[src/design/pmu_pkg.sv]
package pmu_pkg;

  // ----------------------------------------------------------------------
  // register offsets (byte addresses, one word apart, on the plain register port)
  // ----------------------------------------------------------------------
  localparam logic [7:0] ADDR_PMODE = 8'h00;
  localparam logic [7:0] ADDR_START_EN = 8'h04;
  localparam logic [7:0] ADDR_START_STAT = 8'h08;
  localparam logic [7:0] ADDR_BROWNOUT_CFG = 8'h0C;
  localparam logic [7:0] ADDR_BROWNOUT_STAT = 8'h10;
  localparam logic [7:0] ADDR_RESET_STAT = 8'h14;
  localparam logic [7:0] ADDR_BOOT_STAT = 8'h18;
  localparam logic [7:0] ADDR_PROT_WORD = 8'h1C;

  // ----------------------------------------------------------------------
  // field positions and widths
  // ----------------------------------------------------------------------
  localparam int START_PINS = 13;
  localparam int PMODE_GO_BIT = 2;
  localparam int PMODE_KEEP_WDOSC_BIT = 3;
  localparam int PMODE_KEEP_BROWNOUT_BIT = 4;
  localparam int BO_IRQ_LVL_LSB = 0;
  localparam int BO_RST_LVL_LSB = 2;
  localparam int BO_RST_EN_BIT = 4;
  localparam int RST_SRC_PIN = 0;
  localparam int RST_SRC_WDT = 1;
  localparam int RST_SRC_POR = 2;
  localparam int RST_SRC_BROWNOUT = 3;

  // ----------------------------------------------------------------------
  // reset values and encodings
  // ----------------------------------------------------------------------
  localparam logic [31:0] READ_UNMAPPED = 32'h0000_0000;
  localparam logic [12:0] START_EN_RESET = 13'h0000;
  localparam logic [4:0] BROWNOUT_CFG_RESET = 5'h00;
  localparam logic [3:0] RESET_STAT_RESET = 4'h4;
  localparam logic [31:0] PROT_PATTERN_ONE = 32'h1234_5678;
  localparam logic [31:0] PROT_PATTERN_TWO = 32'h8765_4321;
  localparam logic [31:0] PROT_PATTERN_THREE = 32'h4321_8765;
  localparam logic [31:0] PROT_PATTERN_NO_ISP = 32'h4E69_7370;
  localparam logic [31:0] BOOT_VECTOR_ADDR = 32'h0000_0000;

  // ----------------------------------------------------------------------
  // timing
  // ----------------------------------------------------------------------
  localparam int CLK_FREQ_HZ = 40_000_000;
  localparam int INTERNAL_RC_OSC_HZ = 12_000_000;
  localparam int RST_STRETCH_CYCLES = 4;
  localparam int RST_CNT_W = 3;

  typedef enum logic [1:0] {
    PM_RUN_SLEEP_REQ = 2'h0,
    PM_SLEEP = 2'h1,
    PM_DEEP_SLEEP = 2'h2,
    PM_DEEP_PD = 2'h3
  } pmode_sel_t;

  typedef enum logic [1:0] {
    PROT_NONE,
    PROT_LEVEL_ONE,
    PROT_LEVEL_TWO,
    PROT_LEVEL_THREE
  } prot_level_t;

endpackage : pmu_pkg

[src/design/reset_collect.sv]
// reset combiner: any active source holds chip reset, release is stretched
// and then synchronous to the core_clk_i clock of this block
module reset_collect (
  // clock and raw reset
  input wire logic core_clk_i,
  input wire logic rst_b_i,
  // sources, already synchronised, active high
  input wire logic [3:0] src_i,
  // combined reset
  output logic chip_rst_o,
  output logic release_o
);

  logic [pmu_pkg::RST_CNT_W-1:0] hold_cnt;
  localparam int CNT_LAST = pmu_pkg::RST_STRETCH_CYCLES - 1;
  logic held;
  wire any_src = |src_i;

  always_ff @(posedge core_clk_i or negedge rst_b_i) begin
    if (!rst_b_i) begin
      hold_cnt <= '0;
      held <= 1'b1;
    end else if (any_src) begin
      hold_cnt <= '0;
      held <= 1'b1;
    end else if (held) begin
      hold_cnt <= hold_cnt + 1'b1;
      if (hold_cnt == CNT_LAST[pmu_pkg::RST_CNT_W-1:0]) held <= 1'b0;
    end
  end

  // asserting is immediate, release only on a clock edge
  assign chip_rst_o = held | any_src;
  assign release_o = ~held;

endmodule : reset_collect

[src/design/power_mode_reset_boot_ctrl.sv]
// ------------------------------------------------------------------------
// power, wake, reset and boot control
// ------------------------------------------------------------------------
// Functional notes
// - sleep gates the core clock only
// - sleep ends on reset or interrupt
// - deep-sleep also stops analog, optional keeps
// - start detection works without running clock; here start pins are sampled through two flops on core_clk_i
// - deep power-down keeps only wake pin
// - each start pin has own interrupt line
// - four reset sources assert chip reset
// - reset starts RC oscillator, flash init
// - registers preset, fetch from address zero
// - four brownout interrupt thresholds selectable
// - brownout level readable in status register
// - four further brownout reset thresholds
// - low request pin at reset selects programming
// - select pin high UART, low CAN
// - protection pattern in flash, app programming kept
// - level one: no debug, sector zero kept
// - level two: no debug, full erase only
// - level three: no debug, no programming
// - pin programming entry disableable on its own
// - run from 12 MHz RC after power-up
//
// Local design decisions: the address map and strobed register access.
module power_mode_reset_boot_ctrl (
  // clock and reset
  input wire logic core_clk_i,
  input wire logic rst_b_i,
  // register port
  input wire logic [7:0] reg_addr_i,
  input wire logic [31:0] reg_wdata_i,
  input wire logic reg_wr_i,
  input wire logic reg_rd_i,
  output logic [31:0] reg_rdata_o,
  // processor side
  input wire logic sleep_req_i,
  input wire logic irq_pending_i,
  output logic core_clk_en_o,
  output logic [31:0] fetch_addr_o,
  // pins
  input wire logic [12:0] start_pin_i,
  input wire logic reset_pin_b_i,
  input wire logic deep_power_down_wake_pin_b_i,
  input wire logic prog_request_pin_i,
  input wire logic boot_iface_select_pin_i,
  // other reset sources and analog monitors
  input wire logic wdt_reset_i,
  input wire logic por_i,
  input wire logic [3:0] brownout_below_i,
  // flash protection word read at boot
  input wire logic [31:0] prot_word_i,
  // interrupt lines
  output logic [12:0] start_irq_o,
  output logic brownout_irq_o,
  // power and clock controls
  output logic analog_pwr_en_o,
  output logic wdog_osc_en_o,
  output logic brownout_detector_en_o,
  output logic core_pwr_en_o,
  output logic internal_rc_osc_en_o,
  output logic internal_rc_osc_sel_o,
  output logic flash_init_o,
  output logic chip_rst_o,
  // boot decisions
  output logic boot_isp_o,
  output logic boot_uart_o,
  output logic debug_en_o,
  output logic isp_allowed_o,
  output logic isp_sector0_lock_o,
  output logic isp_full_erase_only_o,
  output logic iap_allowed_o
);

  // ----------------------------------------------------------------------
  // pin synchronisers
  // ----------------------------------------------------------------------
  logic [12:0] start_s1, start_s2;
  logic [3:0] misc_s1, misc_s2;
  logic [3:0] bo_s1, bo_s2;
  logic [1:0] src_s1, src_s2;

  always_ff @(posedge core_clk_i or negedge rst_b_i) begin
    if (!rst_b_i) begin
      start_s1 <= '0;
      start_s2 <= '0;
      // straps and reset pins idle high, so reset shows no false request
      misc_s1 <= 4'hF;
      misc_s2 <= 4'hF;
      bo_s1 <= '0;
      bo_s2 <= '0;
      src_s1 <= '0;
      src_s2 <= '0;
    end else begin
      start_s1 <= start_pin_i;
      start_s2 <= start_s1;
      misc_s1 <= {reset_pin_b_i, deep_power_down_wake_pin_b_i, prog_request_pin_i,
                  boot_iface_select_pin_i};
      misc_s2 <= misc_s1;
      bo_s1 <= brownout_below_i;
      bo_s2 <= bo_s1;
      src_s1 <= {wdt_reset_i, por_i};
      src_s2 <= src_s1;
    end
  end

  wire reset_pin_b = misc_s2[3];
  wire wake_pin_b = misc_s2[2];
  wire prog_req = misc_s2[1];
  wire iface_sel = misc_s2[0];

  // ----------------------------------------------------------------------
  // reset combining
  // ----------------------------------------------------------------------
  logic [1:0] bo_irq_lvl, bo_rst_lvl;
  logic bo_rst_en;
  logic dpd_active;
  logic dpd_wake;
  logic [3:0] rst_src;
  logic chip_rst, rst_release, rst_release_d;

  wire bo_irq_level = bo_s2[bo_irq_lvl];
  wire bo_rst_level = bo_rst_en & bo_s2[bo_rst_lvl];

  assign rst_src[pmu_pkg::RST_SRC_PIN] = ~reset_pin_b | dpd_wake;
  assign rst_src[pmu_pkg::RST_SRC_WDT] = src_s2[1];
  assign rst_src[pmu_pkg::RST_SRC_POR] = src_s2[0];
  assign rst_src[pmu_pkg::RST_SRC_BROWNOUT] = bo_rst_level;

  reset_collect u_reset_collect (
    .core_clk_i(core_clk_i),
    .rst_b_i(rst_b_i),
    .src_i(rst_src),
    .chip_rst_o(chip_rst),
    .release_o(rst_release)
  );

  wire rst_rise = rst_release & ~rst_release_d;

  // ----------------------------------------------------------------------
  // register write decode
  // ----------------------------------------------------------------------
  function automatic logic wr_at(input logic strobe, input logic [7:0] addr,
                                 input logic [7:0] target);
    return strobe && addr == target;
  endfunction : wr_at

  // writes during chip reset are dropped by the register block itself
  wire wr_pmode = wr_at(reg_wr_i, reg_addr_i, pmu_pkg::ADDR_PMODE);
  wire wr_start_en = wr_at(reg_wr_i, reg_addr_i, pmu_pkg::ADDR_START_EN);
  wire wr_start_stat = wr_at(reg_wr_i, reg_addr_i, pmu_pkg::ADDR_START_STAT);
  wire wr_bo_cfg = wr_at(reg_wr_i, reg_addr_i, pmu_pkg::ADDR_BROWNOUT_CFG);
  wire wr_rst_stat = wr_at(reg_wr_i, reg_addr_i, pmu_pkg::ADDR_RESET_STAT);

  // ----------------------------------------------------------------------
  // power mode state
  // ----------------------------------------------------------------------
  typedef enum logic [1:0] {ST_RUN, ST_SLEEP, ST_DEEP_SLEEP, ST_DEEP_PD} pstate_t;
  pstate_t state, next_state;
  logic [1:0] pmode_sel;
  logic keep_wdosc, keep_bo;
  logic [12:0] start_en, start_stat;

  // start detection is a level compare after two flops on the clock of
  // this block, which keeps running while the core clock is stopped
  wire [12:0] start_hit = start_s2 & start_en;
  wire any_start = |start_hit;
  wire go_wr = wr_pmode && reg_wdata_i[pmu_pkg::PMODE_GO_BIT];
  // a go write carries its own mode, the stored one is still the old value
  wire [1:0] mode_req = go_wr ? reg_wdata_i[1:0] : pmode_sel;

  always_comb begin
    next_state = state;
    unique case (state)
      ST_RUN: begin
        if (sleep_req_i || go_wr) begin
          unique case (mode_req)
            pmu_pkg::PM_DEEP_SLEEP: next_state = ST_DEEP_SLEEP;
            pmu_pkg::PM_DEEP_PD: next_state = ST_DEEP_PD;
            default: next_state = ST_SLEEP;
          endcase
        end
      end
      ST_SLEEP: if (irq_pending_i) next_state = ST_RUN;
      ST_DEEP_SLEEP: if (any_start || irq_pending_i) next_state = ST_RUN;
      ST_DEEP_PD: if (!wake_pin_b) next_state = ST_RUN;
    endcase
  end

  assign dpd_active = state == ST_DEEP_PD;
  assign dpd_wake = dpd_active & ~wake_pin_b;

  always_ff @(posedge core_clk_i or negedge rst_b_i) begin
    if (!rst_b_i) begin
      state <= ST_RUN;
      rst_release_d <= 1'b0;
    end else begin
      rst_release_d <= rst_release;
      state <= chip_rst ? ST_RUN : next_state;
    end
  end

  // ----------------------------------------------------------------------
  // software registers
  // ----------------------------------------------------------------------
  logic [3:0] rst_stat;
  logic [31:0] prot_word;

  always_ff @(posedge core_clk_i or negedge rst_b_i) begin
    if (!rst_b_i) begin
      pmode_sel <= '0;
      keep_wdosc <= 1'b0;
      keep_bo <= 1'b0;
      start_en <= pmu_pkg::START_EN_RESET;
      start_stat <= '0;
      {bo_rst_en, bo_rst_lvl, bo_irq_lvl} <= pmu_pkg::BROWNOUT_CFG_RESET;
      rst_stat <= pmu_pkg::RESET_STAT_RESET;
    end else if (chip_rst) begin
      // preset everything but the reset status while reset holds
      pmode_sel <= '0;
      keep_wdosc <= 1'b0;
      keep_bo <= 1'b0;
      start_en <= pmu_pkg::START_EN_RESET;
      start_stat <= '0;
      {bo_rst_en, bo_rst_lvl, bo_irq_lvl} <= pmu_pkg::BROWNOUT_CFG_RESET;
      // sources only log while reset holds, so a clear never races them
      rst_stat <= rst_stat | rst_src;
    end else begin
      if (wr_pmode) begin
        pmode_sel <= reg_wdata_i[1:0];
        keep_wdosc <= reg_wdata_i[pmu_pkg::PMODE_KEEP_WDOSC_BIT];
        keep_bo <= reg_wdata_i[pmu_pkg::PMODE_KEEP_BROWNOUT_BIT];
      end
      if (wr_start_en) start_en <= reg_wdata_i[12:0];
      if (wr_bo_cfg) begin
        bo_irq_lvl <= reg_wdata_i[pmu_pkg::BO_IRQ_LVL_LSB +: 2];
        bo_rst_lvl <= reg_wdata_i[pmu_pkg::BO_RST_LVL_LSB +: 2];
        bo_rst_en <= reg_wdata_i[pmu_pkg::BO_RST_EN_BIT];
      end
      // write one clears; a hit in the same cycle wins
      if (wr_start_stat) begin
        start_stat <= (start_stat & ~reg_wdata_i[12:0]) | start_hit;
      end else begin
        start_stat <= start_stat | start_hit;
      end
      if (wr_rst_stat) begin
        rst_stat <= rst_stat & ~reg_wdata_i[3:0];
      end
    end
  end

  // ----------------------------------------------------------------------
  // boot straps and protection, caught once at reset release
  // ----------------------------------------------------------------------
  logic strap_prog_low, strap_uart;
  logic [1:0] prot_lvl;
  logic isp_pin_off;

  always_ff @(posedge core_clk_i or negedge rst_b_i) begin
    if (!rst_b_i) begin
      strap_prog_low <= 1'b0;
      strap_uart <= 1'b1;
      prot_lvl <= pmu_pkg::PROT_NONE;
      isp_pin_off <= 1'b0;
      prot_word <= '0;
    end else if (rst_rise) begin
      strap_prog_low <= ~prog_req;
      strap_uart <= iface_sel;
      prot_word <= prot_word_i;
      unique case (prot_word_i)
        pmu_pkg::PROT_PATTERN_ONE: prot_lvl <= pmu_pkg::PROT_LEVEL_ONE;
        pmu_pkg::PROT_PATTERN_TWO: prot_lvl <= pmu_pkg::PROT_LEVEL_TWO;
        pmu_pkg::PROT_PATTERN_THREE: prot_lvl <= pmu_pkg::PROT_LEVEL_THREE;
        default: prot_lvl <= pmu_pkg::PROT_NONE;
      endcase
      isp_pin_off <= prot_word_i == pmu_pkg::PROT_PATTERN_NO_ISP;
    end
  end

  wire lvl3 = prot_lvl == pmu_pkg::PROT_LEVEL_THREE;

  // ----------------------------------------------------------------------
  // outputs
  // ----------------------------------------------------------------------
  wire in_deep = state == ST_DEEP_SLEEP || state == ST_DEEP_PD;

  assign core_clk_en_o = state == ST_RUN && !chip_rst;
  assign analog_pwr_en_o = !in_deep;
  assign wdog_osc_en_o = !in_deep || (state == ST_DEEP_SLEEP && keep_wdosc);
  assign brownout_detector_en_o = !in_deep || (state == ST_DEEP_SLEEP && keep_bo);
  assign core_pwr_en_o = !dpd_active;
  assign internal_rc_osc_en_o = chip_rst || !in_deep;
  assign internal_rc_osc_sel_o = 1'b1;
  assign flash_init_o = chip_rst;
  assign chip_rst_o = chip_rst;
  assign fetch_addr_o = pmu_pkg::BOOT_VECTOR_ADDR;
  assign start_irq_o = start_stat;
  assign brownout_irq_o = bo_irq_level;
  assign boot_isp_o = strap_prog_low && !isp_pin_off && !lvl3;
  assign boot_uart_o = strap_uart;
  assign debug_en_o = prot_lvl == pmu_pkg::PROT_NONE;
  assign isp_allowed_o = !lvl3;
  assign isp_sector0_lock_o = prot_lvl == pmu_pkg::PROT_LEVEL_ONE;
  assign isp_full_erase_only_o = prot_lvl == pmu_pkg::PROT_LEVEL_TWO;
  assign iap_allowed_o = 1'b1;

  // ----------------------------------------------------------------------
  // read path
  // ----------------------------------------------------------------------
  logic [31:0] next_rdata;

  always_comb begin
    unique case (reg_addr_i)
      pmu_pkg::ADDR_PMODE: next_rdata = {27'h0, keep_bo, keep_wdosc, 1'b0, pmode_sel};
      pmu_pkg::ADDR_START_EN: next_rdata = {19'h0, start_en};
      pmu_pkg::ADDR_START_STAT: next_rdata = {19'h0, start_stat};
      pmu_pkg::ADDR_BROWNOUT_CFG: next_rdata = {27'h0, bo_rst_en, bo_rst_lvl, bo_irq_lvl};
      pmu_pkg::ADDR_BROWNOUT_STAT: next_rdata = {27'h0, bo_irq_level, bo_s2};
      pmu_pkg::ADDR_RESET_STAT: next_rdata = {28'h0, rst_stat};
      pmu_pkg::ADDR_BOOT_STAT: next_rdata = {26'h0, isp_pin_off, prot_lvl, strap_uart,
                                             strap_prog_low, boot_isp_o};
      pmu_pkg::ADDR_PROT_WORD: next_rdata = prot_word;
      default: next_rdata = pmu_pkg::READ_UNMAPPED;
    endcase
  end

  always_ff @(posedge core_clk_i or negedge rst_b_i) begin
    // data stand one cycle only, so a late sampler sees zero, not stale data
    if (!rst_b_i) begin
      reg_rdata_o <= '0;
    end else if (reg_rd_i) begin
      reg_rdata_o <= next_rdata;
    end else begin
      reg_rdata_o <= '0;
    end
  end

endmodule : power_mode_reset_boot_ctrl

[config.mk]
export PLATFORM = sky130hd
export DESIGN_NAME = power_mode_reset_boot_ctrl
export DESIGN_NICKNAME = d
export VERILOG_FILES = /design/src/design/pmu_pkg.sv /design/src/design/reset_collect.sv /design/src/design/power_mode_reset_boot_ctrl.sv
export SDC_FILE = /design/constraint.sdc
export NUM_CORES = 1
export LEC_CHECK = 0
export BUFFER_PORTS_ARGS = -buffer_cell sky130_fd_sc_hd__buf_2
export CAP_MARGIN = 20
export CORE_MARGIN = 5
export CORE_UTILIZATION = 30
export DETAILED_ROUTE_END_ITERATION = 10
export HOLD_SLACK_MARGIN = 0.15
export PLACE_DENSITY = 0.53
export SKIP_CTS_REPAIR_TIMING = 1
export SYNTH_ARGS = -nofsm -noshare
export SYNTH_HDL_FRONTEND = slang
export SYNTH_HIERARCHICAL = 1
export SYNTH_SLANG_ARGS = --single-unit
[constraint.sdc]
create_clock -name core_clk_i -period 3.19 [get_ports core_clk_i]
set_input_delay 0.4785 -clock core_clk_i [delete_from_list [all_inputs] [get_ports core_clk_i]]
set_output_delay 0.4785 -clock core_clk_i [all_outputs]
set_load 0.02 [all_outputs]
Word-level counts from Yosys, hierarchy flattened
Cells that the tools add are included.

Bits in registers: 161. Bits in latches: 0. Bits in writable memories: 0. ROM bits: 0. Logic and storage cells: 143. Memories kept: 0.

Add/sub/neg operators: 1. Multipliers: 0. Div/mod/pow operators: 0. Magnitude comparators: 2. Eq/ne operators: 24. Shift operators: 0. Mux-type cells: 38. Bitwise gates (word level): 18. Reductions and logical operators: 33.

Operator list (count): 32-bit one-hot mux with 8 select lines (1); 32-bit by 31-bit equality test with 1-bit output (second input constant) (2); 13-bit two-way mux (4); 32-bit by 29-bit equality test with 1-bit output (second input constant) (1); 32-bit equality test (second input constant) (1); 8-bit by 5-bit equality test with 1-bit output (second input constant) (4); 32-bit two-way mux (1); 13-bit AND (2); 13-bit bitwise OR (2); 2-bit two-way mux (12); 8-bit by 4-bit equality test with 1-bit output (second input constant) (2); 13-bit inverter (1); 13-bit OR reduction (1); 2-bit equality test (second input constant) (6); 3-bit by 2-bit != test with 1-bit output (second input constant) (4); 1-bit logical AND (11); 1-bit two-way mux (11); 2-bit nonzero test (5); 8-bit by 3-bit equality test with 1-bit output (second input constant) (1); 8-bit zero test (1); 4-bit two-way mux (2); 2-bit one-hot mux with 4 select lines (1); 1-bit logical OR (6); 2-bit by 3-bit less-than comparator with 1-bit output (second input constant) (2); 17 further kinds (32).

Longest topological paths before layout
Gate-level depths: netlist of the first run.

Depth after elaboration: 9. Mapped depth: 10. Depth with buffers taken out: 9.

Cells and area by module
The synthesis of the first run kept the hierarchy.

By module, submodules not included: power_mode_reset_boot_ctrl (instances 1, cells each 612, area each 6354.8 um^2, sequential area each 3941.3 um^2); reset_collect (instances 1, cells each 17, area each 201.4 um^2, sequential area each 101.3 um^2).

Worst setup path after synthesis of the first run
OpenSTA, ideal clock, no wires.

Path kind: reg2reg. From: reg bo_rst_lvl[1]. To: reg state[0]. Library setup time: 0.120 ns. Arrival: 3.172 ns. Data required time: 3.070 ns. Setup slack: -0.102 ns. Stages on the path, launching flop included: 9. Path buffers: 1. Cell sequence: dfrtp_1 -> mux4_2 -> and2_1 -> or4_4 -> nand2b_1 -> clkbuf_1 -> nor3_1 -> a311oi_2 -> a31o_1.

Word-level cells in the longest chain between the ends: 7. Elaborated cells between the ends (all ways): 11. Those cells by class: eq/ne: 4; mux: 3; bitwise: 2; reduce/logical: 2.

Ends and longest elaborated chain: start: declaration (line power_mode_reset_boot_ctrl.sv:116) `logic [1:0] bo_irq_lvl, bo_rst_lvl;`; start signal: assignment (line power_mode_reset_boot_ctrl.sv:217) `{bo_rst_en, bo_rst_lvl, bo_irq_lvl} <= pmu_pkg::BROWNOUT_CFG_RESET;`; start signal: assignment (line power_mode_reset_boot_ctrl.sv:226) `{bo_rst_en, bo_rst_lvl, bo_irq_lvl} <= pmu_pkg::BROWNOUT_CFG_RESET;`; start signal: assignment (line power_mode_reset_boot_ctrl.sv:238) `bo_rst_lvl <= reg_wdata_i[pmu_pkg::BO_RST_LVL_LSB +: 2];`; 1-bit binary-select mux with 2-bit select (*) (line power_mode_reset_boot_ctrl.sv:124) `wire bo_rst_level = bo_rst_en & bo_s2[bo_rst_lvl];`; 1-bit two-way mux (implied by the code) (*) (line power_mode_reset_boot_ctrl.sv:124); 1-bit AND (*) (line power_mode_reset_boot_ctrl.sv:124); net bo_rst_level (line power_mode_reset_boot_ctrl.sv:124); 4-bit OR reduction (*) (line reset_collect.sv:17) `wire any_src = |src_i;`; 1-bit bitwise OR (*) (line reset_collect.sv:33) `assign chip_rst_o = held | any_src;`; net chip_rst_o (line power_mode_reset_boot_ctrl.sv:65) `output logic chip_rst_o,`; 3-bit by 2-bit != test with 1-bit output (no source line); 4-bit AND reduction (no source line); end signal: assignment (line power_mode_reset_boot_ctrl.sv:200) `state <= chip_rst ? ST_RUN : next_state;`; end: declaration (line power_mode_reset_boot_ctrl.sv:160) `pstate_t state, next_state;`.

Mark *: on every way through the listed nets, which the timed path passes. The rest lies on a longest branch. The select of a mux whose other input is x is not followed. A chain may end at the register's enable or synchronous reset.

Worst setup path after layout of the first run
From: reg bo_rst_lvl[1]. To: out core_clk_en_o.

Word-level cells in the longest chain between the ends: 7.

Ends and longest elaborated chain: 1-bit binary-select mux with 2-bit select (line power_mode_reset_boot_ctrl.sv:124); 1-bit two-way mux (implied by the code) (line power_mode_reset_boot_ctrl.sv:124); 1-bit AND (line power_mode_reset_boot_ctrl.sv:124); net bo_rst_level (line power_mode_reset_boot_ctrl.sv:124); 4-bit OR reduction (line reset_collect.sv:17); 1-bit bitwise OR (line reset_collect.sv:33); 1-bit zero test (line power_mode_reset_boot_ctrl.sv:288) `assign core_clk_en_o = state == ST_RUN && !chip_rst;`; 1-bit logical AND (line power_mode_reset_boot_ctrl.sv:288); end: declaration (line power_mode_reset_boot_ctrl.sv:40) `output logic core_clk_en_o,`.

The timed path passes the listed nets, and every way through them passes these cells. The select of a mux whose other input is x is not followed.

==> results of run 1 <==
[layer usage]
metal / wire length, µm / vias to the layer above / track usage, %
li1: - / 2425 / -
met1: 8480 / 2436 / 21.4
met2: 8810 / 200 / 22.9
met3: 1430 / 17 / 4.02
met4: 269 / 2 / 4.59
met5: 20 / - / 0
[cell usage in the layout, fill, tap and decap left out, types with 3 or more instances in the layout]
cell,instances
inv_1,8
nor3_2,4
buf_4,25
dfstp_2,11
conb_1,34
nand2_1,184
o21ai_0,5
mux2i_1,4
nand3_1,22
clkinv_2,5
nand4b_1,3
nor2_1,16
nand4_1,5
a22o_1,4
dfrtp_1,150
or4b_2,4
and3_1,19
nor4b_1,3
nor3b_1,3
a41oi_1,3
clkbuf_16,20
a31oi_1,3
buf_6,3
clkbuf_8,5
a22oi_1,25
a21oi_1,42
nor4_1,4
nor3_1,3
or4_1,4
clkinvlp_4,3
dlygate4sd3_1,16
buf_2,138
[critical path, delay by kind of cell (launching register included)]
kind	cells	cell delay, ps
buffers and inverters	2	280
and+or+nand+nor	4	1070
muxes	1	530
DFF	1	380
[area by class of cell]
| cell class | instances | area, µm² |
|---|---|---|
| Sequential cell | 161 | 4040 |
| Clock inverter | 9 | 56.3 |
| Tap cell | 280 | 350 |
| Timing Repair Buffer | 187 | 1190 |
| Clock buffer | 23 | 498 |
| Inverter | 8 | 30.0 |
| Fill cell | 2199 | 13300 |
| Multi-Input combinational cell | 428 | 2260 |
[where the power goes]
group	switching, mW	total [mW]	internal, mW
clock network	0.805	1.90	1.09
registers	0.0234	2.12	2.10
logic	0.156	0.235	0.0786
total	0.984	4.25	3.27
[how the worst max path moves through the flow]
| stage | depth (start not counted) | to | slack [ps] |
|---|---|---|---|
| 4_1_cts | 7 | core_clk_en_o | -320 |
| 3_5_place_dp | 10 | state[0]$_DFFE_PN0P_ | 140 |
| 2_1_floorplan | 10 | state[0]$_DFFE_PN0P_ | 0.3 |
| 3_3_place_gp | 10 | state[0]$_DFFE_PN0P_ | 170 |
| 5_1_grt | 7 | core_clk_en_o | -80 |
| 6_report | 7 | core_clk_en_o | 20 |
[cell families after synthesis]
kind of cell / count (synthesis) / share of synthesized area [%]
simple gates: 293 / 21.0
flops: 161 / 61.7
compound gates: 91 / 9.05
buf+inv: 72 / 6.24
mux: 7 / 1.47
fa+ha+maj: 2 / 0.382
other cells: 2 / 0.115
xor+xnor: 1 / 0.134
[registers in the layout (all words and copies together), names as in the netlist, 13 cells and up]
name         flops
start_irq_o     13
prot_word       32
reg_rdata_o     32
start_en        13
start_s1        13
start_s2        13
==> impl_metrics.json, run 1 <==
{
  "crit_start": "bo_rst_lvl[1]$_DFFE_PN0P_",
  "cts_tree": "yes",
  "grt-ovfl-total": 0,
  "rr_worst_depth": 11,
  "cts_max_level": 4,
  "grt_pass1_vias": 4906,
  "fin_cells": 1096,
  "synthTopCellsByCount": "nand2_1 (184), dfrtp_1 (150), a21oi_1 (42)",
  "worst_r2r_endpoint": "state[0]$_DFFE_PN0P_",
  "setup_tns_ps": 0,
  "min_path_type": "in2reg",
  "vias": 5080,
  "hold_viol": 0,
  "yosysMostFrequentCell": "nand2_1",
  "antenna_left": 0,
  "root_buffer": "clkbuf_16",
  "clock.fmax_mhz": 315,
  "start_kind": "flip-flop",
  "power_mw": 4.25,
  "drv_cap": 0,
  "dieWidth_um": 158,
  "slowest_stage": "mux4_2",
  "fin_skew_ps": 5.24,
  "setup_viol": 0,
  "yosys_warnings": 6,
  "yosysTopAreaCell": "dfrtp_1",
  "slowest_delay_ps": 530,
  "holdPathEnd": "bo_s1[0]$_DFF_PN0_",
  "viasPerCell": 4.64,
  "grt_max_degree": 72,
  "hpwlAfterDp_um": 13600,
  "placed_cells": 1035,
  "syn_area_mm2": 0.00656,
  "finalCriticalPeriod_ps": 3170,
  "tightest_slew_ps": 680,
  "slew_headroom_pct": 54.6,
  "synth.avg_cell_area_um2": 10.4,
  "die_y_um": 158,
  "firstDrtPassIters": 5,
  "final.period_utilization_pct": 99.5,
  "path_cells": "mux4_2 -> and2_4 -> or4_4 -> nand2b_4 -> buf_12 -> nor3_4 -> buf_6",
  "pre_cts_slack_ps": 139,
  "grt_pass1_wl_um": 28800,
  "ys_ff_latch": 161,
  "area_growth_pct": 28.5,
  "p_per_area_mw_per_mm2": 505,
  "start_util_pct": 30.2,
  "synth_ff_type": "dfrtp_1",
  "synth_cells": 629,
  "synth-async-reset-ratio_pct": 100,
  "core_mm2": 0.0217,
  "reg2reg_from": "bo_rst_lvl[1]$_DFFE_PN0P_",
  "worst_setup_hold_path_clk_slew_ps": 60,
  "grt_usage_pct": 15.1,
  "wl_per_cell_um": 17.3,
  "critical_path.max_fanout": 5,
  "antenna_found_initial": 1,
  "r2r_slack_ps": 130,
  "critical_path_class": "reg2out",
  "outcome": "finished clean",
  "peakVddDrop_mv": 0.376,
  "portBuffers": 141,
  "io_pins": 195,
  "synth-seq-area-share_pct": 61.7,
  "drive_gt1_share_pct": 28.8,
  "drcViolationCount": 0,
  "fin_area_mm2": 0.00843,
  "worstPathRequired_ps": 2710,
  "hold_ws_ps": 155,
  "whs_path_depth": 1,
  "min_from": "brownout_below_i[0]",
  "num_rows": 54,
  "clock_latency_ps": 430,
  "synth_top_cell_area_share_pct": 57.3,
  "setup_slack_ps": 15.8,
  "cts_buffers": 17,
  "dieArea_mm2": 0.0249,
  "nets": 906,
  "cts_max_path_buffers": 2,
  "antennaDiodeCount": 0,
  "leakage_nw": 4.00,
  "synth.top_cells.by_area": "dfrtp_1 (57%), nand2_1 (11%), dfstp_2 (4.4%)",
  "drt_wl_total_um": 19000,
  "cts.sinks": 161,
  "synthDistinctLibCells": 51,
  "drt_iter0_markers": 331,
  "drv_slew": 0,
  "cp_data_arrival_time_ps": 2700,
  "finish.utilization_pct": 38.8,
  "finalWeightedCongestion": 0.779,
  "crit_path_end_kind": "output pin",
  "synth_edf_count": 0,
  "rsz0062_at_grt": "yes",
  "placed_area_mm2": 0.00752
}
No activity file was read; power rests on OpenSTA's default activity.
==> run 2, diff against run 1 <==
--- a/config.mk
+++ b/config.mk
@@ -7,11 +7,13 @@
 export LEC_CHECK = 0
 export BUFFER_PORTS_ARGS = -buffer_cell sky130_fd_sc_hd__buf_2
 export CAP_MARGIN = 20
+export CELL_PAD_IN_SITES_DETAIL_PLACEMENT = 1
+export CELL_PAD_IN_SITES_GLOBAL_PLACEMENT = 1
 export CORE_MARGIN = 5
 export CORE_UTILIZATION = 30
 export DETAILED_ROUTE_END_ITERATION = 10
 export HOLD_SLACK_MARGIN = 0.15
-export PLACE_DENSITY = 0.53
+export PLACE_DENSITY = 0.66
 export SKIP_CTS_REPAIR_TIMING = 1
 export SYNTH_ARGS = -nofsm -noshare
 export SYNTH_HDL_FRONTEND = slang
==> impl_metrics.json, run 2 (same netlist as run 1, synthesis figures left out) <==
{
  "grt_usage_pct": 16.0,
  "start_kind": "flip-flop",
  "start_util_pct": 30.2,
  "drt_wl_total_um": 20000,
  "crit_path_end_kind": "output pin",
  "min_from": "prot_word_i[23]",
  "antenna_left": 0,
  "crit_end": "core_clk_en_o",
  "viasPerCell": 4.77,
  "grt_pass1_vias": 5383,
  "clock_latency_ps": 430,
  "cts.sinks": 161,
  "setup_viol": 0,
  "die_y_um": 158,
  "outcome": "finished clean",
  "slowest_delay_ps": 510,
  "fin_cells": 1099,
  "drv_cap": 0,
  "rr_worst_depth": 10,
  "min_path_type": "in2reg",
  "peakVddDrop_mv": 0.361,
  "rsz0062_at_grt": "yes",
  "firstDrtPassIters": 5,
  "drive_gt1_share_pct": 28.2,
  "grt-ovfl-total": 0,
  "cts_tree": "yes",
  "drcViolationCount": 0,
  "slew_headroom_pct": 53.2,
  "clock.fmax_mhz": 317,
  "critPathTopFamily": "simple AND/OR/NAND/NOR gates",
  "final.period_utilization_pct": 98.7,
  "wl_per_cell_um": 18.2,
  "dieArea_mm2": 0.0249,
  "cts_max_path_buffers": 2,
  "reg2reg_from": "bo_rst_lvl[1]$_DFFE_PN0P_",
  "vias": 5237,
  "met1_usage_pct": 21.6,
  "reg_top3": "prot_word (32), reg_rdata_o (32)",
  "cts_buffers": 17,
  "grt_max_degree": 69,
  "num_rows": 54,
  "antennaDiodeCount": 0,
  "slowest_stage": "mux4_2",
  "worst_r2r_endpoint": "state[0]$_DFFE_PN0P_",
  "drv_slew": 0,
  "io_pins": 195,
  "cts_max_level": 4,
  "tightest_slew_ps": 700,
  "core_mm2": 0.0217,
  "dieWidth_um": 158,
  "hpwlAfterDp_um": 14500,
  "hold_viol": 0,
  "leakage_nw": 4.00,
  "cp.buffers_inverters": 2,
  "cp_data_arrival_time_ps": 2670,
  "fin_skew_ps": 6.08,
  "placed_area_mm2": 0.00752,
  "crit_cells": 7,
  "final_cell_mix": "nand2_1 (184), dfrtp_1 (150), buf_2 (137)",
  "path_cells": "mux4_2 -> and2_4 -> or4_4 -> nand2b_4 -> buf_12 -> nor3_4 -> buf_6",
  "r2r_slack_ps": 250,
  "area_growth_pct": 29.5,
  "critical_path_class": "reg2out",
  "grtUsageMet3_pct": 4.40,
  "portBuffers": 141,
  "worstPathRequired_ps": 2710,
  "finalCriticalPeriod_ps": 3150,
  "grt_pass1_wl_um": 30600,
  "crit_start": "bo_rst_lvl[1]$_DFFE_PN0P_",
  "finalWeightedCongestion": 0.770,
  "grt_use_met2_pct": 26.0,
  "top_usage_layer": "met2",
  "antenna_found_initial": 1,
  "placed_cells": 1035,
  "fin_area_mm2": 0.00849,
  "root_buffer": "clkbuf_16",
  "nets": 909,
  "drt_iter0_markers": 224,
  "p_per_area_mw_per_mm2": 521,
  "worst_setup_hold_path_clk_slew_ps": 70,
  "layout_commonest_cell": "nand2_1",
  "critical_path.max_fanout": 6
}
run 2: cell types whose count changed in the layout (fill, tap and decap cells not counted), sizes merged:
cell / before / now
bufinv: 0 / 2
inv: 8 / 11
clkinv: 6 / 5
clkbuf: 26 / 21
buf: 168 / 163
clkinvlp: 3 / 4
dlygate4sd3: 16 / 24
run 2: final cells by class:
class | count | area [µm²]
fillers | 2458 | 13200
flip-flops and latches | 161 | 4040
clock buffers | 18 | 439
clock inverters | 14 | 156
well taps | 280 | 350
multi-input cells | 428 | 2260
inverters | 8 | 30.0
repair buffers | 190 | 1220
run 2: report_power, final:
part	leakage, nW	switching, mW	internal [mW]	total [mW]
registers	2.03	0.0255	2.10	2.12
clock network	0.280	0.869	1.18	2.05
logic	1.69	0.160	0.0858	0.246
run 2: metal layers:
layer / wire (µm) / vias up
li1: - / 2440
met1: 8820 / 2599
met5: 7 / -
met3: 1340 / 20
met4: 180 / 2
met2: 9670 / 176
run 2: how the worst min path moves through the flow:
stage / slack (ps) / to / depth (start not counted)
2_1_floorplan: 180 / bo_irq_lvl[0]$_DFFE_PN0P_ / 0
3_3_place_gp: 330 / start_s2[3]$_DFF_PN0_ / 0
3_5_place_dp: 340 / start_s2[3]$_DFF_PN0_ / 0
4_1_cts: 60 / reg_rdata_o[15]$_DFF_PN0_ / 1
5_1_grt: 240 / prot_word[23]$_DFFE_PN0P_ / 3
6_report: 250 / prot_word[23]$_DFFE_PN0P_ / 3
run 2: metrics by stage:
step	utilization [%]	setup slack [ps]	setup TNS, ps	power (mW)	hold slack (ps)
floorplan	-	0.270	0	2.27	183
global placement	34.7	171	0	2.38	331
detailed placement	34.7	141	0	2.38	336
CTS	37.4	-320	-641	4.46	61.9
global route	39.1	-87.0	-105	4.61	244
finish	39.1	40.2	0	4.42	253
run 2: tightest hold or removal path: cells and delay by family:
kind          cells  cell delay (ps)
buf+inv           1               90
simple gates      2               80
